## src/shared/sleep_wake_pkg.sv

```systemverilog
// constants, types and helpers shared by the sleep, wake and watchdog block
// assumes a single 100 MHz system clock and synchronous inputs
//
// Function
// - watchdog counts low-power RC clock edges, independent of gated system clocks
// - configuration watchdog-enable bit at 1 enables the watchdog unconditionally
// - erased configuration reads watchdog enable as 1
// - enabled watchdog counts to overflow; overflow resets device unless sleeping
// - clear-watchdog instruction restarts the watchdog count from zero
// - overflow in sleep wakes the device and clears the timeout flag
// - with configuration enable 0, software enable bit 5 runs the watchdog
// - bits 11 to 8 select the low-voltage trip threshold
// - bit 13 is set once the voltage reference has settled while bit 12 is set
// - low-voltage detector runs only while bit 12 is set
// - power-save instruction operand chooses idle or sleep
// - sleep gates cpu and peripheral clocks and stops on-chip oscillator unless LP_OSC_SLEEP_KEEP is set
// - fail-safe monitor off in sleep; RC clock runs while watchdog runs
// - brown-out and low-voltage detection keep running in sleep
// - sleep ends on enabled interrupt, any reset, or watchdog overflow
// - wake restarts previous clock; with switching, current selection decides
// - after power-on or brown-out, oscillator comes from configuration fields
// - crystal wake waits start-up timer, pll waits lock, plus delays
// - fast clock sources wake after power-on delay only
// - low-power crystal kept in sleep wakes after power-on delay only

package sleep_wake_pkg;

	// ----------------------------------------
	// timing
	// ----------------------------------------
	localparam int CLK_PERIOD_NS = 10;
	localparam int POWER_ON_DELAY_NS = 10000;
	localparam int PLL_LOCK_DELAY_NS = 20000;
	localparam int POWER_UP_TIMER_DELAY_NS = 16000;
	localparam int DELAY_W = 13;
	localparam logic [DELAY_W-1:0] POWER_ON_CYC =
		DELAY_W'((POWER_ON_DELAY_NS + CLK_PERIOD_NS - 1) / CLK_PERIOD_NS);
	localparam logic [DELAY_W-1:0] PLL_LOCK_CYC =
		DELAY_W'((PLL_LOCK_DELAY_NS + CLK_PERIOD_NS - 1) / CLK_PERIOD_NS);
	localparam logic [DELAY_W-1:0] POWER_UP_CYC =
		DELAY_W'((POWER_UP_TIMER_DELAY_NS + CLK_PERIOD_NS - 1) / CLK_PERIOD_NS);

	// ----------------------------------------
	// watchdog
	// ----------------------------------------
	localparam int WDT_W = 8;
	localparam logic [WDT_W-1:0] WDT_MAX = 8'hFF;
	localparam logic WDT_CFG_ERASED = 1'b1;

	// ----------------------------------------
	// reset-control register layout
	// ----------------------------------------
	localparam int RC_W = 16;
	localparam int RC_WDT_FLAG_BIT = 4;
	localparam int RC_SW_WDT_BIT = 5;
	localparam int RC_LVD_LSB = 8;
	localparam int RC_LVD_W = 4;
	localparam int RC_LVD_EN_BIT = 12;
	localparam int RC_REF_OK_BIT = 13;
	localparam logic RC_WDT_FLAG_RST = 1'b1;
	localparam logic RC_SW_WDT_RST = 1'b0;
	localparam logic [RC_LVD_W-1:0] RC_LVD_RST = 4'h0;
	localparam logic RC_LVD_EN_RST = 1'b0;

	// ----------------------------------------
	// oscillator selection and mode codes
	// ----------------------------------------
	localparam logic [2:0] OSC_SEL_FAST_RC = 3'h0;
	localparam logic [2:0] OSC_SEL_LP_CRYSTAL = 3'h1;
	localparam logic [2:0] OSC_SEL_LOW_POWER_RC = 3'h2;
	localparam logic [2:0] OSC_SEL_PRIMARY = 3'h3;
	localparam logic [1:0] MODE_EXT_CLOCK = 2'h0;
	localparam logic [1:0] MODE_EXT_RC = 2'h1;
	localparam logic [1:0] MODE_CRYSTAL = 2'h2;
	localparam logic [1:0] MODE_CRYSTAL_PLL = 2'h3;

	typedef enum logic [1:0] {
		KIND_FAST = 2'h0,
		KIND_CRYSTAL = 2'h1,
		KIND_PLL = 2'h2
	} osc_kind_e;

	typedef enum logic [4:0] {
		ST_RUN = 5'h01,
		ST_IDLE = 5'h02,
		ST_SLEEP = 5'h04,
		ST_WAKE_DELAY = 5'h08,
		ST_WAKE_HOLD = 5'h10
	} power_state_e;

	typedef struct packed {
		logic valid;
		logic sleep;
	} power_save_cmd_s;

	typedef struct packed {
		logic cpu;
		logic periph;
		logic osc;
		logic fail_safe;
	} clock_gate_s;

	// classify the wake clock: what start-up it needs
	function automatic osc_kind_e osc_kind(input logic [2:0] sel, input logic [4:0] mode,
		input logic keep);
		osc_kind_e k;
		k = KIND_FAST;
		if (sel == OSC_SEL_LP_CRYSTAL) begin
			k = keep ? KIND_FAST : KIND_CRYSTAL;
		end else if (sel == OSC_SEL_PRIMARY && mode[1:0] == MODE_CRYSTAL) begin
			k = KIND_CRYSTAL;
		end else if (sel == OSC_SEL_PRIMARY && mode[1:0] == MODE_CRYSTAL_PLL) begin
			k = KIND_PLL;
		end
		return k;
	endfunction : osc_kind

endpackage : sleep_wake_pkg

```

## src/hdl/sleep_wake_watchdog_control.sv

```systemverilog
// power-save sequencing, wake start-up delays, watchdog and low-voltage control
// assumes all inputs synchronous to CLK; RESET_N covers power-on, brown-out and pin resets
`timescale 1ns/1ps

module sleep_wake_watchdog_control
	import sleep_wake_pkg::*;
(
	input wire logic CLK,
	input wire logic RESET_N,
	input wire logic CFG_PROGRAMMED,
	input wire logic CFG_WATCHDOG_ENABLE,
	input wire logic [2:0] CFG_PRIMARY_OSC_SELECT,
	input wire logic [4:0] CFG_OSC_MODE,
	input wire logic POR_BOR_FLAG,
	input wire logic LOW_POWER_RC_CLOCK,
	input wire logic CLEAR_WATCHDOG_INSTR,
	input power_save_cmd_s POWER_SAVE_INSTR,
	input wire logic WAKE_IRQ,
	input wire logic RESET_CONTROL_WR,
	input wire logic [RC_W-1:0] RESET_CONTROL_WDATA,
	input wire logic REFERENCE_SETTLED,
	input wire logic BROWNOUT_ENABLE,
	input wire logic CLOCK_SWITCH_ENABLE,
	input wire logic [2:0] CURRENT_OSC_SELECT,
	input wire logic LP_OSC_SLEEP_KEEP,
	input wire logic OSC_STARTUP_DONE,
	input wire logic PLL_LOCK,
	output logic [RC_W-1:0] RESET_CONTROL_RDATA,
	output logic WATCHDOG_RESET,
	output clock_gate_s CLOCK_GATE,
	output logic SYS_CLOCK_HOLD,
	output logic [2:0] OSC_SELECT,
	output logic LOW_POWER_RC_RUN,
	output logic LOWVOLT_DETECT_ON,
	output logic [RC_LVD_W-1:0] LOWVOLT_THRESHOLD,
	output logic BROWNOUT_ON,
	output power_state_e POWER_STATE
);

	power_state_e state_reg;
	power_state_e state_next;
	osc_kind_e hold_kind_reg;
	osc_kind_e wake_kind;
	logic [2:0] wake_sel;
	logic [DELAY_W-1:0] wake_delay;
	logic boot_reg;
	logic cfg_wdt_en_reg;
	logic [2:0] osc_sel_reg;
	logic rc_prev_reg;
	logic rc_rise;
	logic wdt_en;
	logic wdt_ovf;
	logic wake_now;
	logic delay_done;
	logic hold_ok;
	logic wdt_flag_reg;
	logic sw_wdt_reg;
	logic [RC_LVD_W-1:0] lvd_sel_reg;
	logic lvd_en_reg;
	logic ref_ok_reg;
	logic [RC_W-1:0] rc_value;
	logic [RC_W-1:0] rdata_reg;
	logic wdt_reset_reg;
	clock_gate_s gate_reg;
	clock_gate_s gate_next;
	logic hold_out_reg;
	logic rc_run_reg;
	logic lvd_on_reg;
	logic [RC_LVD_W-1:0] lvd_thr_reg;
	logic bor_on_reg;

	// ----------------------------------------
	// configuration capture after reset
	// ----------------------------------------
	always_ff @(posedge CLK) begin
		if (!RESET_N) begin
			boot_reg <= 1'b0;
		end else begin
			boot_reg <= 1'b1;
		end
	end

	always_ff @(posedge CLK) begin
		if (!RESET_N) begin
			cfg_wdt_en_reg <= WDT_CFG_ERASED;
		end else if (!boot_reg) begin
			cfg_wdt_en_reg <= CFG_PROGRAMMED ? CFG_WATCHDOG_ENABLE : WDT_CFG_ERASED;
		end
	end

	// ----------------------------------------
	// watchdog
	// ----------------------------------------
	always_ff @(posedge CLK) begin
		if (!RESET_N) begin
			rc_prev_reg <= 1'b0;
		end else begin
			rc_prev_reg <= LOW_POWER_RC_CLOCK;
		end
	end

	assign rc_rise = LOW_POWER_RC_CLOCK && !rc_prev_reg;
	assign wdt_en = cfg_wdt_en_reg || sw_wdt_reg;

	watchdog_counter u_watchdog (
		.clk(CLK),
		.reset_n(RESET_N),
		.rc_rise(rc_rise),
		.enable(wdt_en),
		.clear(CLEAR_WATCHDOG_INSTR),
		.count(),
		.overflow(wdt_ovf)
	);

	always_ff @(posedge CLK) begin
		if (!RESET_N) begin
			wdt_reset_reg <= 1'b0;
		end else begin
			wdt_reset_reg <= wdt_ovf && state_reg != ST_SLEEP;
		end
	end

	// ----------------------------------------
	// wake clock choice and delay
	// ----------------------------------------
	always_comb begin
		wake_sel = CLOCK_SWITCH_ENABLE ? CURRENT_OSC_SELECT : osc_sel_reg;
		wake_kind = osc_kind(wake_sel, CFG_OSC_MODE, LP_OSC_SLEEP_KEEP);
		wake_delay = POWER_ON_CYC;
		if (wake_kind == KIND_CRYSTAL) begin
			wake_delay = POWER_ON_CYC + POWER_UP_CYC;
		end else if (wake_kind == KIND_PLL) begin
			wake_delay = POWER_ON_CYC + PLL_LOCK_CYC + POWER_UP_CYC;
		end
	end

	always_ff @(posedge CLK) begin
		if (!RESET_N) begin
			osc_sel_reg <= OSC_SEL_FAST_RC;
		end else if (!boot_reg) begin
			osc_sel_reg <= POR_BOR_FLAG ? CFG_PRIMARY_OSC_SELECT : CURRENT_OSC_SELECT;
		end else if (wake_now) begin
			osc_sel_reg <= wake_sel;
		end
	end

	always_ff @(posedge CLK) begin
		if (!RESET_N) begin
			hold_kind_reg <= KIND_FAST;
		end else if (wake_now) begin
			hold_kind_reg <= wake_kind;
		end
	end

	wake_delay_timer u_wake_delay (
		.clk(CLK),
		.reset_n(RESET_N),
		.load(wake_now),
		.load_value(wake_delay),
		.done(delay_done)
	);

	assign wake_now = state_reg == ST_SLEEP && (WAKE_IRQ || wdt_ovf);
	assign hold_ok = hold_kind_reg == KIND_PLL ? PLL_LOCK : OSC_STARTUP_DONE;

	// ----------------------------------------
	// power state machine
	// ----------------------------------------
	always_comb begin
		state_next = state_reg;
		case (state_reg)
			ST_RUN: begin
				if (POWER_SAVE_INSTR.valid) begin
					state_next = POWER_SAVE_INSTR.sleep ? ST_SLEEP : ST_IDLE;
				end
			end
			ST_IDLE: begin
				if (WAKE_IRQ) begin
					state_next = ST_RUN;
				end
			end
			ST_SLEEP: begin
				if (wake_now) begin
					state_next = ST_WAKE_DELAY;
				end
			end
			ST_WAKE_DELAY: begin
				if (delay_done) begin
					state_next = hold_kind_reg == KIND_FAST ? ST_RUN : ST_WAKE_HOLD;
				end
			end
			ST_WAKE_HOLD: begin
				if (hold_ok) begin
					state_next = ST_RUN;
				end
			end
			default: begin
				state_next = ST_RUN;
			end
		endcase
	end

	always_ff @(posedge CLK) begin
		if (!RESET_N) begin
			state_reg <= ST_RUN;
		end else begin
			state_reg <= state_next;
		end
	end

	// ----------------------------------------
	// reset-control register
	// ----------------------------------------
	always_ff @(posedge CLK) begin
		if (!RESET_N) begin
			wdt_flag_reg <= RC_WDT_FLAG_RST;
		end else if (state_reg == ST_SLEEP && wdt_ovf) begin
			wdt_flag_reg <= 1'b0;
		end else if (RESET_CONTROL_WR) begin
			wdt_flag_reg <= RESET_CONTROL_WDATA[RC_WDT_FLAG_BIT];
		end
	end

	always_ff @(posedge CLK) begin
		if (!RESET_N) begin
			sw_wdt_reg <= RC_SW_WDT_RST;
			lvd_sel_reg <= RC_LVD_RST;
			lvd_en_reg <= RC_LVD_EN_RST;
		end else if (RESET_CONTROL_WR) begin
			sw_wdt_reg <= RESET_CONTROL_WDATA[RC_SW_WDT_BIT];
			lvd_sel_reg <= RESET_CONTROL_WDATA[RC_LVD_LSB +: RC_LVD_W];
			lvd_en_reg <= RESET_CONTROL_WDATA[RC_LVD_EN_BIT];
		end
	end

	always_ff @(posedge CLK) begin
		if (!RESET_N) begin
			ref_ok_reg <= 1'b0;
		end else begin
			ref_ok_reg <= lvd_en_reg && REFERENCE_SETTLED;
		end
	end

	always_comb begin
		rc_value = '0;
		rc_value[RC_WDT_FLAG_BIT] = wdt_flag_reg;
		rc_value[RC_SW_WDT_BIT] = sw_wdt_reg;
		rc_value[RC_LVD_LSB +: RC_LVD_W] = lvd_sel_reg;
		rc_value[RC_LVD_EN_BIT] = lvd_en_reg;
		rc_value[RC_REF_OK_BIT] = ref_ok_reg;
	end

	// ----------------------------------------
	// registered outputs
	// ----------------------------------------
	always_comb begin
		gate_next.cpu = state_next == ST_RUN;
		gate_next.periph = state_next == ST_RUN || state_next == ST_IDLE;
		gate_next.osc = state_next != ST_SLEEP || LP_OSC_SLEEP_KEEP;
		gate_next.fail_safe = state_next != ST_SLEEP;
	end

	always_ff @(posedge CLK) begin
		if (!RESET_N) begin
			gate_reg <= '0;
			hold_out_reg <= 1'b0;
		end else begin
			gate_reg <= gate_next;
			hold_out_reg <= state_next == ST_WAKE_DELAY || state_next == ST_WAKE_HOLD;
		end
	end

	always_ff @(posedge CLK) begin
		if (!RESET_N) begin
			rdata_reg <= '0;
			rc_run_reg <= 1'b0;
			lvd_on_reg <= 1'b0;
			lvd_thr_reg <= RC_LVD_RST;
			bor_on_reg <= 1'b0;
		end else begin
			rdata_reg <= rc_value;
			rc_run_reg <= wdt_en;
			lvd_on_reg <= lvd_en_reg;
			lvd_thr_reg <= lvd_sel_reg;
			bor_on_reg <= BROWNOUT_ENABLE;
		end
	end

	assign RESET_CONTROL_RDATA = rdata_reg;
	assign WATCHDOG_RESET = wdt_reset_reg;
	assign CLOCK_GATE = gate_reg;
	assign SYS_CLOCK_HOLD = hold_out_reg;
	assign OSC_SELECT = osc_sel_reg;
	assign LOW_POWER_RC_RUN = rc_run_reg;
	assign LOWVOLT_DETECT_ON = lvd_on_reg;
	assign LOWVOLT_THRESHOLD = lvd_thr_reg;
	assign BROWNOUT_ON = bor_on_reg;
	assign POWER_STATE = state_reg;

	// ----------------------------------------
	// checks
	// ----------------------------------------
	wdt_reset_pulse_a: assert property (@(posedge CLK) disable iff (!RESET_N)
		(wdt_ovf && state_reg != ST_SLEEP) |=> WATCHDOG_RESET ##1 !WATCHDOG_RESET)
		else $error("watchdog overflow did not pulse reset");

	sleep_wdt_wake_a: assert property (@(posedge CLK) disable iff (!RESET_N)
		(state_reg == ST_SLEEP && wdt_ovf) |=> state_reg == ST_WAKE_DELAY && !wdt_flag_reg
			&& !WATCHDOG_RESET)
		else $error("sleep overflow did not wake with flag cleared");

	idle_sleep_entry_a: assert property (@(posedge CLK) disable iff (!RESET_N)
		(state_reg == ST_RUN && POWER_SAVE_INSTR.valid) |=>
			state_reg == ($past(POWER_SAVE_INSTR.sleep) ? ST_SLEEP : ST_IDLE))
		else $error("power-save operand not honoured");

	sleep_gating_a: assert property (@(posedge CLK) disable iff (!RESET_N)
		state_reg == ST_SLEEP |-> !CLOCK_GATE.cpu && !CLOCK_GATE.periph
			&& CLOCK_GATE.osc == LP_OSC_SLEEP_KEEP)
		else $error("clocks not gated in sleep");

	fail_safe_off_a: assert property (@(posedge CLK) disable iff (!RESET_N)
		state_reg == ST_SLEEP |-> !CLOCK_GATE.fail_safe)
		else $error("fail-safe monitor active in sleep");

	lvd_enable_a: assert property (@(posedge CLK) disable iff (!RESET_N)
		RESET_CONTROL_WR |=> ##1 LOWVOLT_DETECT_ON == $past(RESET_CONTROL_WDATA[RC_LVD_EN_BIT], 2))
		else $error("low-voltage detector enable not followed");

	pll_hold_a: assert property (@(posedge CLK) disable iff (!RESET_N)
		(state_reg == ST_WAKE_HOLD && hold_kind_reg == KIND_PLL && !PLL_LOCK) |=>
			state_reg == ST_WAKE_HOLD && SYS_CLOCK_HOLD && !CLOCK_GATE.cpu)
		else $error("clock released before pll lock");

endmodule : sleep_wake_watchdog_control

```

## src/hdl/wake_delay_timer.sv

```systemverilog
// down-counter that times the start-up delay after a wake
// assumes load_value is at least one
`timescale 1ns/1ps

module wake_delay_timer
	import sleep_wake_pkg::*;
(
	input wire logic clk,
	input wire logic reset_n,
	input wire logic load,
	input wire logic [DELAY_W-1:0] load_value,
	output logic done
);

	logic [DELAY_W-1:0] count_reg;
	logic [DELAY_W-1:0] elapsed_reg;
	logic [DELAY_W-1:0] loaded_reg;

	always_ff @(posedge clk) begin
		if (!reset_n) begin
			count_reg <= '0;
		end else if (load) begin
			count_reg <= load_value;
		end else if (count_reg != '0) begin
			count_reg <= count_reg - 1'b1;
		end
	end

	assign done = !load && count_reg == DELAY_W'(1);

	// ----------------------------------------
	// helper for the length check
	// ----------------------------------------
	always_ff @(posedge clk) begin
		if (!reset_n || load) begin
			elapsed_reg <= '0;
			loaded_reg <= load ? load_value : '0;
		end else begin
			elapsed_reg <= elapsed_reg + 1'b1;
		end
	end

	delay_length_a: assert property (@(posedge clk) disable iff (!reset_n)
		done |-> DELAY_W'(elapsed_reg + 1'b1) == loaded_reg)
		else $error("wake delay length wrong");

endmodule : wake_delay_timer

```

## src/hdl/watchdog_counter.sv

```systemverilog
// watchdog count driven by low-power RC clock edges
// assumes rc_rise is a one-cycle pulse per RC clock rising edge
`timescale 1ns/1ps

module watchdog_counter
	import sleep_wake_pkg::*;
(
	input wire logic clk,
	input wire logic reset_n,
	input wire logic rc_rise,
	input wire logic enable,
	input wire logic clear,
	output logic [WDT_W-1:0] count,
	output logic overflow
);

	logic [WDT_W-1:0] count_reg;
	logic overflow_reg;

	// ----------------------------------------
	// count and overflow
	// ----------------------------------------
	always_ff @(posedge clk) begin
		if (!reset_n || clear) begin
			count_reg <= '0;
		end else if (enable && rc_rise) begin
			count_reg <= count_reg + 1'b1;
		end
	end

	always_ff @(posedge clk) begin
		if (!reset_n) begin
			overflow_reg <= 1'b0;
		end else begin
			overflow_reg <= enable && rc_rise && !clear && count_reg == WDT_MAX;
		end
	end

	assign count = count_reg;
	assign overflow = overflow_reg;

	wrap_to_zero_a: assert property (@(posedge clk) disable iff (!reset_n)
		overflow |-> count_reg == '0)
		else $error("watchdog count not zero after overflow");

	clear_holds_a: assert property (@(posedge clk) disable iff (!reset_n)
		clear |=> !overflow ##1 count_reg <= WDT_W'(2))
		else $error("watchdog not restarted by clear");

endmodule : watchdog_counter

```

## config.mk

```make
export PLATFORM = sky130hd
export DESIGN_NAME = sleep_wake_watchdog_control
export DESIGN_NICKNAME = d
export VERILOG_FILES = /design/src/shared/sleep_wake_pkg.sv /design/src/hdl/sleep_wake_watchdog_control.sv /design/src/hdl/wake_delay_timer.sv /design/src/hdl/watchdog_counter.sv
export SDC_FILE = /design/constraint.sdc
export NUM_CORES = 1
export LEC_CHECK = 0
export ABC_AREA = 0
export ABC_CLOCK_PERIOD_IN_PS = 2600
export BUFFER_PORTS_ARGS = -buffer_cell sky130_fd_sc_hd__buf_2
export CORE_MARGIN = 1.5
export CORE_UTILIZATION = 47
export DETAILED_ROUTE_END_ITERATION = 10
export GPL_TIMING_DRIVEN = 0
export HOLD_SLACK_MARGIN = 0.05
export PLACE_DENSITY = 0.86
export SLEW_MARGIN = 25
export SYNTH_ARGS = -nofsm -noshare
export SYNTH_HDL_FRONTEND = slang
export SYNTH_HIERARCHICAL = 1
export SYNTH_SLANG_ARGS = --single-unit
```

## constraint.sdc

```tcl
create_clock -name CLK -period 2.6 [get_ports CLK]
set_input_delay 0 -clock CLK [delete_from_list [all_inputs] [get_ports CLK]]
set_output_delay 0 -clock CLK [all_outputs]
set_load 0.02 [all_outputs]
```

==> results.py, run 1 <==
metrics = {
    "worst_setup_path": {
        "critical_path_required_ns": 2.82,
        "startpoint": "u_wake_delay/count_reg[4]",
        "end_kind": "flip-flop",
        "r2r-end": "SYS_CLOCK_HOLD",
        "worst-r2r-setup-slack_ns": 0.15,
        "worst-setup-path-type": "reg2reg",
        "r2r_cells": 8,
        "cp-start-kind": "flip-flop",
        "critical_path_peak_fanout": 7,
        "cp.arrival_ns": 2.67,
        "r2r-start": "u_wake_delay/count_reg[4]",
    },
    "cts": {
        "clkTransAtPathRegs_ns": 0.07,
        "cts_buffer_depth": 2,
        "clk-insertion-delay-late_ns": 0.34,
        "clock-sinks": 59,
        "clock-root-buffer": "clkbuf_8",
        "h-tree-depth": 3,
        "cts_tree": "done",
        "cts_inserted_buffers": 9,
    },
    "layout": {
        "largest_reg_flops": 13,
        "multiInputGateArea_um2": 1538,
        "regArea_um2": 1181,
        "n_fill_cell": 477,
        "num_antenna_cells": 0,
        "nets": 467,
        "stdcell_count": 498,
        "area_delta_synth_final_pct": 30.54,
        "drive_above_1_share_pct": 26.48,
        "finalInstanceArea_um2": 3749,
    },
    "global_route": {
        "grt_pass1_vias": 2539,
        "grt_usage_pct": 22.67,
        "grt_pass1_wl_um": 11420,
        "antenna_found_initial": 0,
        "grt_max_degree": 14,
        "overflow": 0,
    },
    "detailed_routing": {
        "wl_per_cell_um": 14.13,
        "drtIter0Drc": 233,
        "ant_nets": 0,
        "vias_per_cell": 5.239,
        "drc_errors": 0,
        "via_count": 2609,
        "firstDrtPassIters": 4,
        "wirelength_um": 7036,
    },
    "power_and_ir_drop": {
        "leakage_uw": 0.001726,
        "vdd_drop_max_mv": 0.4118,
        "total_power_uw": 2638,
        "powerDensity_nw_per_um2": 703.7,
    },
    "timing": {
        "slew_headroom_pct": 45.56,
        "skew_ns": 0.005455,
        "drv_slew": 0,
        "finalHoldViolations": 0,
        "finalCritPeriodShare_pct": 94.30,
        "worst_slack_ns": 0.1483,
        "worstMarginPinSlew_ns": 0.8149,
        "setup-tns-final_ns": 0,
        "max_freq_ghz": 0.4079,
        "setup_violations": 0,
        "min_period_ns": 2.452,
    },
    "die": {
        "io_pins": 81,
        "fp.dieW_um": 81.17,
        "fp.dieArea_um2": 6588,
        "rows": 28,
        "start_util_pct": 48.50,
        "coreArea_um2": 5921,
        "die_h_um": 81.17,
    },
    "synthesis": {
        "syn_area_um2": 2872,
        "yosysSeqAreaShare_pct": 41.13,
        "syn-instance-count": 311,
        "ys_async_sr_fraction_pct": 0,
        "syn_area_per_cell_um2": 9.233,
        "yosys_warnings": 6,
        "synth-seq-cells": 59,
        "synth_edf_count": 0,
        "ys.flop_type": "dfxtp_1",
        "ys_types": 61,
    },
    "worst_hold_path": {
        "holdPathEnd": "OSC_SELECT[2]",
        "hold_path.class": "in2reg",
        "hold_depth": 4,
        "min-delay-start": "CFG_PRIMARY_OSC_SELECT[2]",
    },
    "run": {
        "maxCapViolCount": 0,
    },
    "place": {
        "port_buffers": 59,
        "gp_congestion": 0.8425,
        "place_inst": 457,
        "placed_cell_area_um2": 3306,
        "dp_worst_setup_slack_ns": -0.3553,
        "dp_hpwl_um": 4713,
    },
    "outcome": {
        "outcome": "completed",
    },
}
## cell usage in the layout (no fill, tap or decap), drive strengths merged, types with 5 or more instances in the layout
| master | n |
|---|---|
| o21ai | 14 |
| mux2i | 14 |
| nand2b | 10 |
| o211a | 9 |
| and2 | 14 |
| a21oi | 13 |
| nor3b | 5 |
| clkbuf | 14 |
| or3 | 6 |
| dfxtp | 59 |
| nor2b | 17 |
| nor4 | 6 |
| nand3 | 11 |
| inv | 7 |
| nor2 | 21 |
| buf | 83 |
| dlygate4sd3 | 23 |
| xor2 | 5 |
| clkinv | 5 |
| conb | 14 |
| nand3b | 5 |
| xnor2 | 6 |
| nand2 | 14 |
## cell families (layout without fill, tap and decap cells)
group | after synthesis | in the layout | synth area share, %
other | 2 | 14 | 0.2615
and+or+nand+nor | 134 | 134 | 28.37
buffers and inverters | 35 | 135 | 7.059
muxes | 18 | 18 | 6.449
adders and majority gates | 4 | 4 | 1.743
xor gates and xnor gates | 11 | 11 | 3.355
DFF | 59 | 59 | 41.13
AOI/OAI and AO/OA | 48 | 48 | 11.63
## stage by stage
stage               hold WS (ns)  utilization (%)
finish                   0.07450            63.31
global route              0.1080            63.31
CTS                      0.07513            62.81
detailed placement        0.2138            55.83
global placement          0.2072            55.83
floorplan                0.02772                -
## area by class of cell
class / instances / share of cell area, %
inverter: 8 / 0.8011
clock buffer: 9 / 3.304
multi-input combinational: 229 / 41.02
sequential: 59 / 31.51
clock inverter: 6 / 1.535
timing repair buffer: 86 / 14.82
tap: 75 / 2.503
buffer: 26 / 4.506
## Yosys cell counts (5+ instances only)
library cell,count,area share [%]
a21oi_1,12,2.1
and2_1,14,3.0
buf_2,5,0.87
buf_4,14,3.7
clkbuf_1,6,0.78
dfxtp_1,59,41
inv_1,7,0.92
mux2i_1,14,4.9
nand2_1,13,1.7
nand2b_1,10,2.2
nand3_1,10,1.7
nand3b_1,5,1.3
nor2_1,20,2.6
nor2b_1,17,3.7
nor3b_1,5,1.3
nor4_1,5,1.1
o211a_1,9,3.1
o21ai_0,13,2.3
xnor2_1,6,1.8
xor2_1,5,1.5
## critical path, stage by stage (launching register included)
cell	delay [ns]
dfxtp_1	0.37
nor4_2	0.57
nand3_1	0.16
nor2_1	0.22
or3b_2	0.47
nor4_1	0.23
a2111oi_1	0.13
nand3_1	0.14
a221oi_2	0.05
## where the power goes
group          switching, uW  internal (uW)  leakage [uW]
Clock                    366            430     0.0000946
Combinational            404            359       0.00115
Sequential              84.9            995      0.000484
Total                    854           1780       0.00173
## layer usage
| metal | vias to the layer above | global-route usage (%) | part of all wire (%) |
|---|---|---|---|
| met5 | - | 0 | 0 |
| met4 | 0 | 8.966 | 2.1 |
| met3 | 17 | 4.831 | 4.9 |
| met2 | 74 | 40.25 | 50 |
| met1 | 1232 | 26.42 | 43 |
| li1 | 1286 | - | - |
## worst max-delay path by stage
| stage | slack (ns) | endpoint | depth (start not counted) |
|---|---|---|---|
| floorplan | 0.06 | SYS_CLOCK_HOLD | 12 |
| global placement | -0.34 | SYS_CLOCK_HOLD | 12 |
| detailed placement | -0.36 | SYS_CLOCK_HOLD | 12 |
| CTS | 0.08 | SYS_CLOCK_HOLD | 11 |
| global route | -0.04 | SYS_CLOCK_HOLD | 8 |
| finish | 0.15 | SYS_CLOCK_HOLD | 8 |
## timing repair
item / in CTS / in global routing
cloned: 0 / 0
hold endpoints to repair: 21 / 0
resized for setup: 3 / 0
pin swaps: 0 / 1
hold buffers: 23 / 0
setup buffers: 0 / 4
setup endpoints to repair: 5 / 1
Power figures use the tool's default switching activity.
==> run 2, diff against run 1 <==
Settings changed: CORE_UTILIZATION 47 to 25, PLACE_DENSITY 0.86 to 0.56.
==> run 2 against run 1 <==
  * Via count fell by 2.6%
  * Largest cell class unchanged
  * Worst setup slack improved by 0.0081 ns
  * Critical path type unchanged
  * Utilization fell by 28 points
  * Worst hold slack got worse by 0.0035 ns
==> results.py, run 2 (synthesis gave the netlist of run 1 again) <==
metrics = {
    "power_and_ir_drop": {
        "leakage_uw": 0.001771,
        "combPwrFrac_pct": 23.9,
        "switchingPower_uw": 862.5,
        "powerDensity_nw_per_um2": 785.9,
        "clock_power_share_pct": 41.2,
        "seqPwrFrac_pct": 34.8,
        "swShare_pct": 27.84,
        "vdd_drop_max_mv": 0.4683,
        "intPower_uw": 2236,
    },
    "worst_setup_path": {
        "cp_num_buf_inv": 1,
        "crit_chain": "buf_2 > nor2_1 > and4b_4 > nor2_1 > nand2_1 > nor2_1 > or3b_2 > nor4_1 > a2111oi_1 > nand3_1 > a221oi_2",
        "critical_path_peak_fanout": 10,
        "worst-setup-path-type": "reg2reg",
        "critical_path_required_ns": 2.82,
        "cpPeakStageDelay_ns": 0.48,
        "cpMostUsedCell": "nor2_1",
        "path_depth": 11,
        "r2r_cells": 11,
        "cp.arrival_ns": 2.67,
        "cp_top_family": "simple AND/OR/NAND/NOR gates",
        "cp-start-kind": "flip-flop",
        "worst-r2r-setup-slack_ns": 0.16,
        "cp_slowest_cell": "a2111oi_1",
        "end_kind": "flip-flop",
    },
    "timing": {
        "setup_violations": 0,
        "finalCritPeriodShare_pct": 93.99,
        "slew_headroom_pct": 43.67,
        "max_freq_ghz": 0.4092,
        "finalHoldViolations": 0,
        "skew_ns": 0.008980,
        "whs_ns": 0.07097,
        "min_period_ns": 2.444,
        "drv_slew": 0,
        "worstMarginPinSlew_ns": 0.8431,
        "rsz0062_at_grt": "false",
    },
    "cts": {
        "clock-root-buffer": "clkbuf_16",
        "clk-insertion-delay-late_ns": 0.32,
        "cts_tree": "done",
        "clock-sinks": 59,
        "cts_buffer_depth": 2,
        "h-tree-depth": 3,
        "clkTransAtPathRegs_ns": 0.05,
        "cts_inserted_buffers": 9,
    },
    "outcome": {
        "outcome": "completed",
    },
    "detailed_routing": {
        "wirelength_um": 6945,
        "drc_errors": 0,
        "firstDrtPassIters": 4,
        "ant_nets": 0,
        "vias_per_cell": 4.547,
        "wl_per_cell_um": 12.42,
        "drtIter0Drc": 74,
        "via_count": 2542,
    },
    "global_route": {
        "grt_max_degree": 14,
        "antenna_found_initial": 0,
        "overflow": 0,
        "grt_usage_pct": 12.32,
        "grt_pass1_wl_um": 11590,
        "grt_pass1_vias": 2461,
    },
    "layout": {
        "stdcell_count": 559,
        "num_antenna_cells": 0,
        "nets": 463,
        "regArea_um2": 1181,
        "n_fill_cell": 1160,
        "final_common_cell": "buf_2",
        "largest_reg_flops": 13,
        "mostFrequentLayoutCells": "buf_2, dfxtp_1, dlygate4sd3_1",
        "drive_above_1_share_pct": 26.01,
        "multiInputGateArea_um2": 1538,
        "utilization_pct": 35.74,
        "area_delta_synth_final_pct": 37.30,
    },
    "worst_hold_path": {
        "hold_depth": 4,
        "hold_path.class": "in2reg",
    },
    "die": {
        "fp.dieArea_um2": 12140,
        "coreArea_um2": 11030,
        "start_util_pct": 26.03,
        "die_h_um": 110.2,
        "rows": 38,
        "fp.dieW_um": 110.2,
        "io_pins": 81,
    },
    "place": {
        "place_inst": 522,
        "gp_congestion": 0.7560,
        "port_buffers": 59,
        "dp_hpwl_um": 4923,
    },
    "run": {
        "maxCapViolCount": 0,
    },
}
run 2: cell types whose count changed in the layout (fill, tap and decap cells not counted), sizes merged:
| cell | previous run | this run |
|---|---|---|
| dlygate4sd3 | 23 | 22 |
| clkbuf | 14 | 16 |
| clkinv | 5 | 3 |
| buf | 83 | 80 |
| clkinvlp | 1 | 0 |
| bufinv | 1 | 2 |
run 2: tightest hold or removal path: cells and delay by family:
kind,cells,cell delay [ns]
compound gates,2,0.17
mux,1,0.11
buf+inv,1,0.07
run 2: what timing repair did:
action                                  4_1_cts  5_1_grt
resized for setup                             3        0
hold buffers                                 22        0
hold endpoints to repair                     21        0
buffers inserted                              1        0
endpoints found under the setup margin       15        0
run 2: metal layers:
| metal | vias to the layer above | share of wire, % | track usage (%) |
|---|---|---|---|
| met2 | 69 | 47 | 19.88 |
| met4 | 0 | 2.1 | 5.861 |
| met3 | 12 | 7.4 | 3.527 |
| met5 | - | 0 | 0 |
| met1 | 1190 | 44 | 15.10 |
| li1 | 1271 | - | - |
run 2: final cells by class:
type | count | area share (%)
Multi-Input combinational cell | 229 | 39.00
Sequential cell | 59 | 29.96
Timing Repair Buffer | 82 | 13.27
Clock buffer | 11 | 6.411
Tap cell | 140 | 4.443
Buffer | 26 | 4.284
Clock inverter | 4 | 1.872
Inverter | 8 | 0.7617
run 2: power by group through the flow:
stage / clock network [uW] / logic (uW) / registers (uW)
6_report: 1280 / 741 / 1080
5_1_grt: 1350 / 823 / 1090
4_1_cts: 1310 / 743 / 1080
3_5_place_dp: 0 / 710 / 1100
3_3_place_gp: 0 / 695 / 1090
2_1_floorplan: 0 / 528 / 1100
run 2: worst paths after layout:
check	start	endpoint
setup reg to reg	POWER_STATE[1]	SYS_CLOCK_HOLD
setup / recovery	POWER_STATE[1]	SYS_CLOCK_HOLD
hold reg to reg	ref_ok_reg	RESET_CONTROL_RDATA[13]
hold / removal	CFG_PRIMARY_OSC_SELECT[2]	OSC_SELECT[2]
run 2: stage by stage:
stage / power, uW / setup TNS [ns] / worst slack [ns] / cell area [um^2]
floorplan: 1632 / 0 / 0.06316 / 2917
global placement: 1787 / -1.360 / -0.4878 / 3387
detailed placement: 1806 / -1.414 / -0.4717 / 3387
CTS: 3133 / 0 / 0.1794 / 3943
global route: 3262 / 0 / 0.005212 / 3943
finish: 3098 / 0 / 0.1564 / 3943
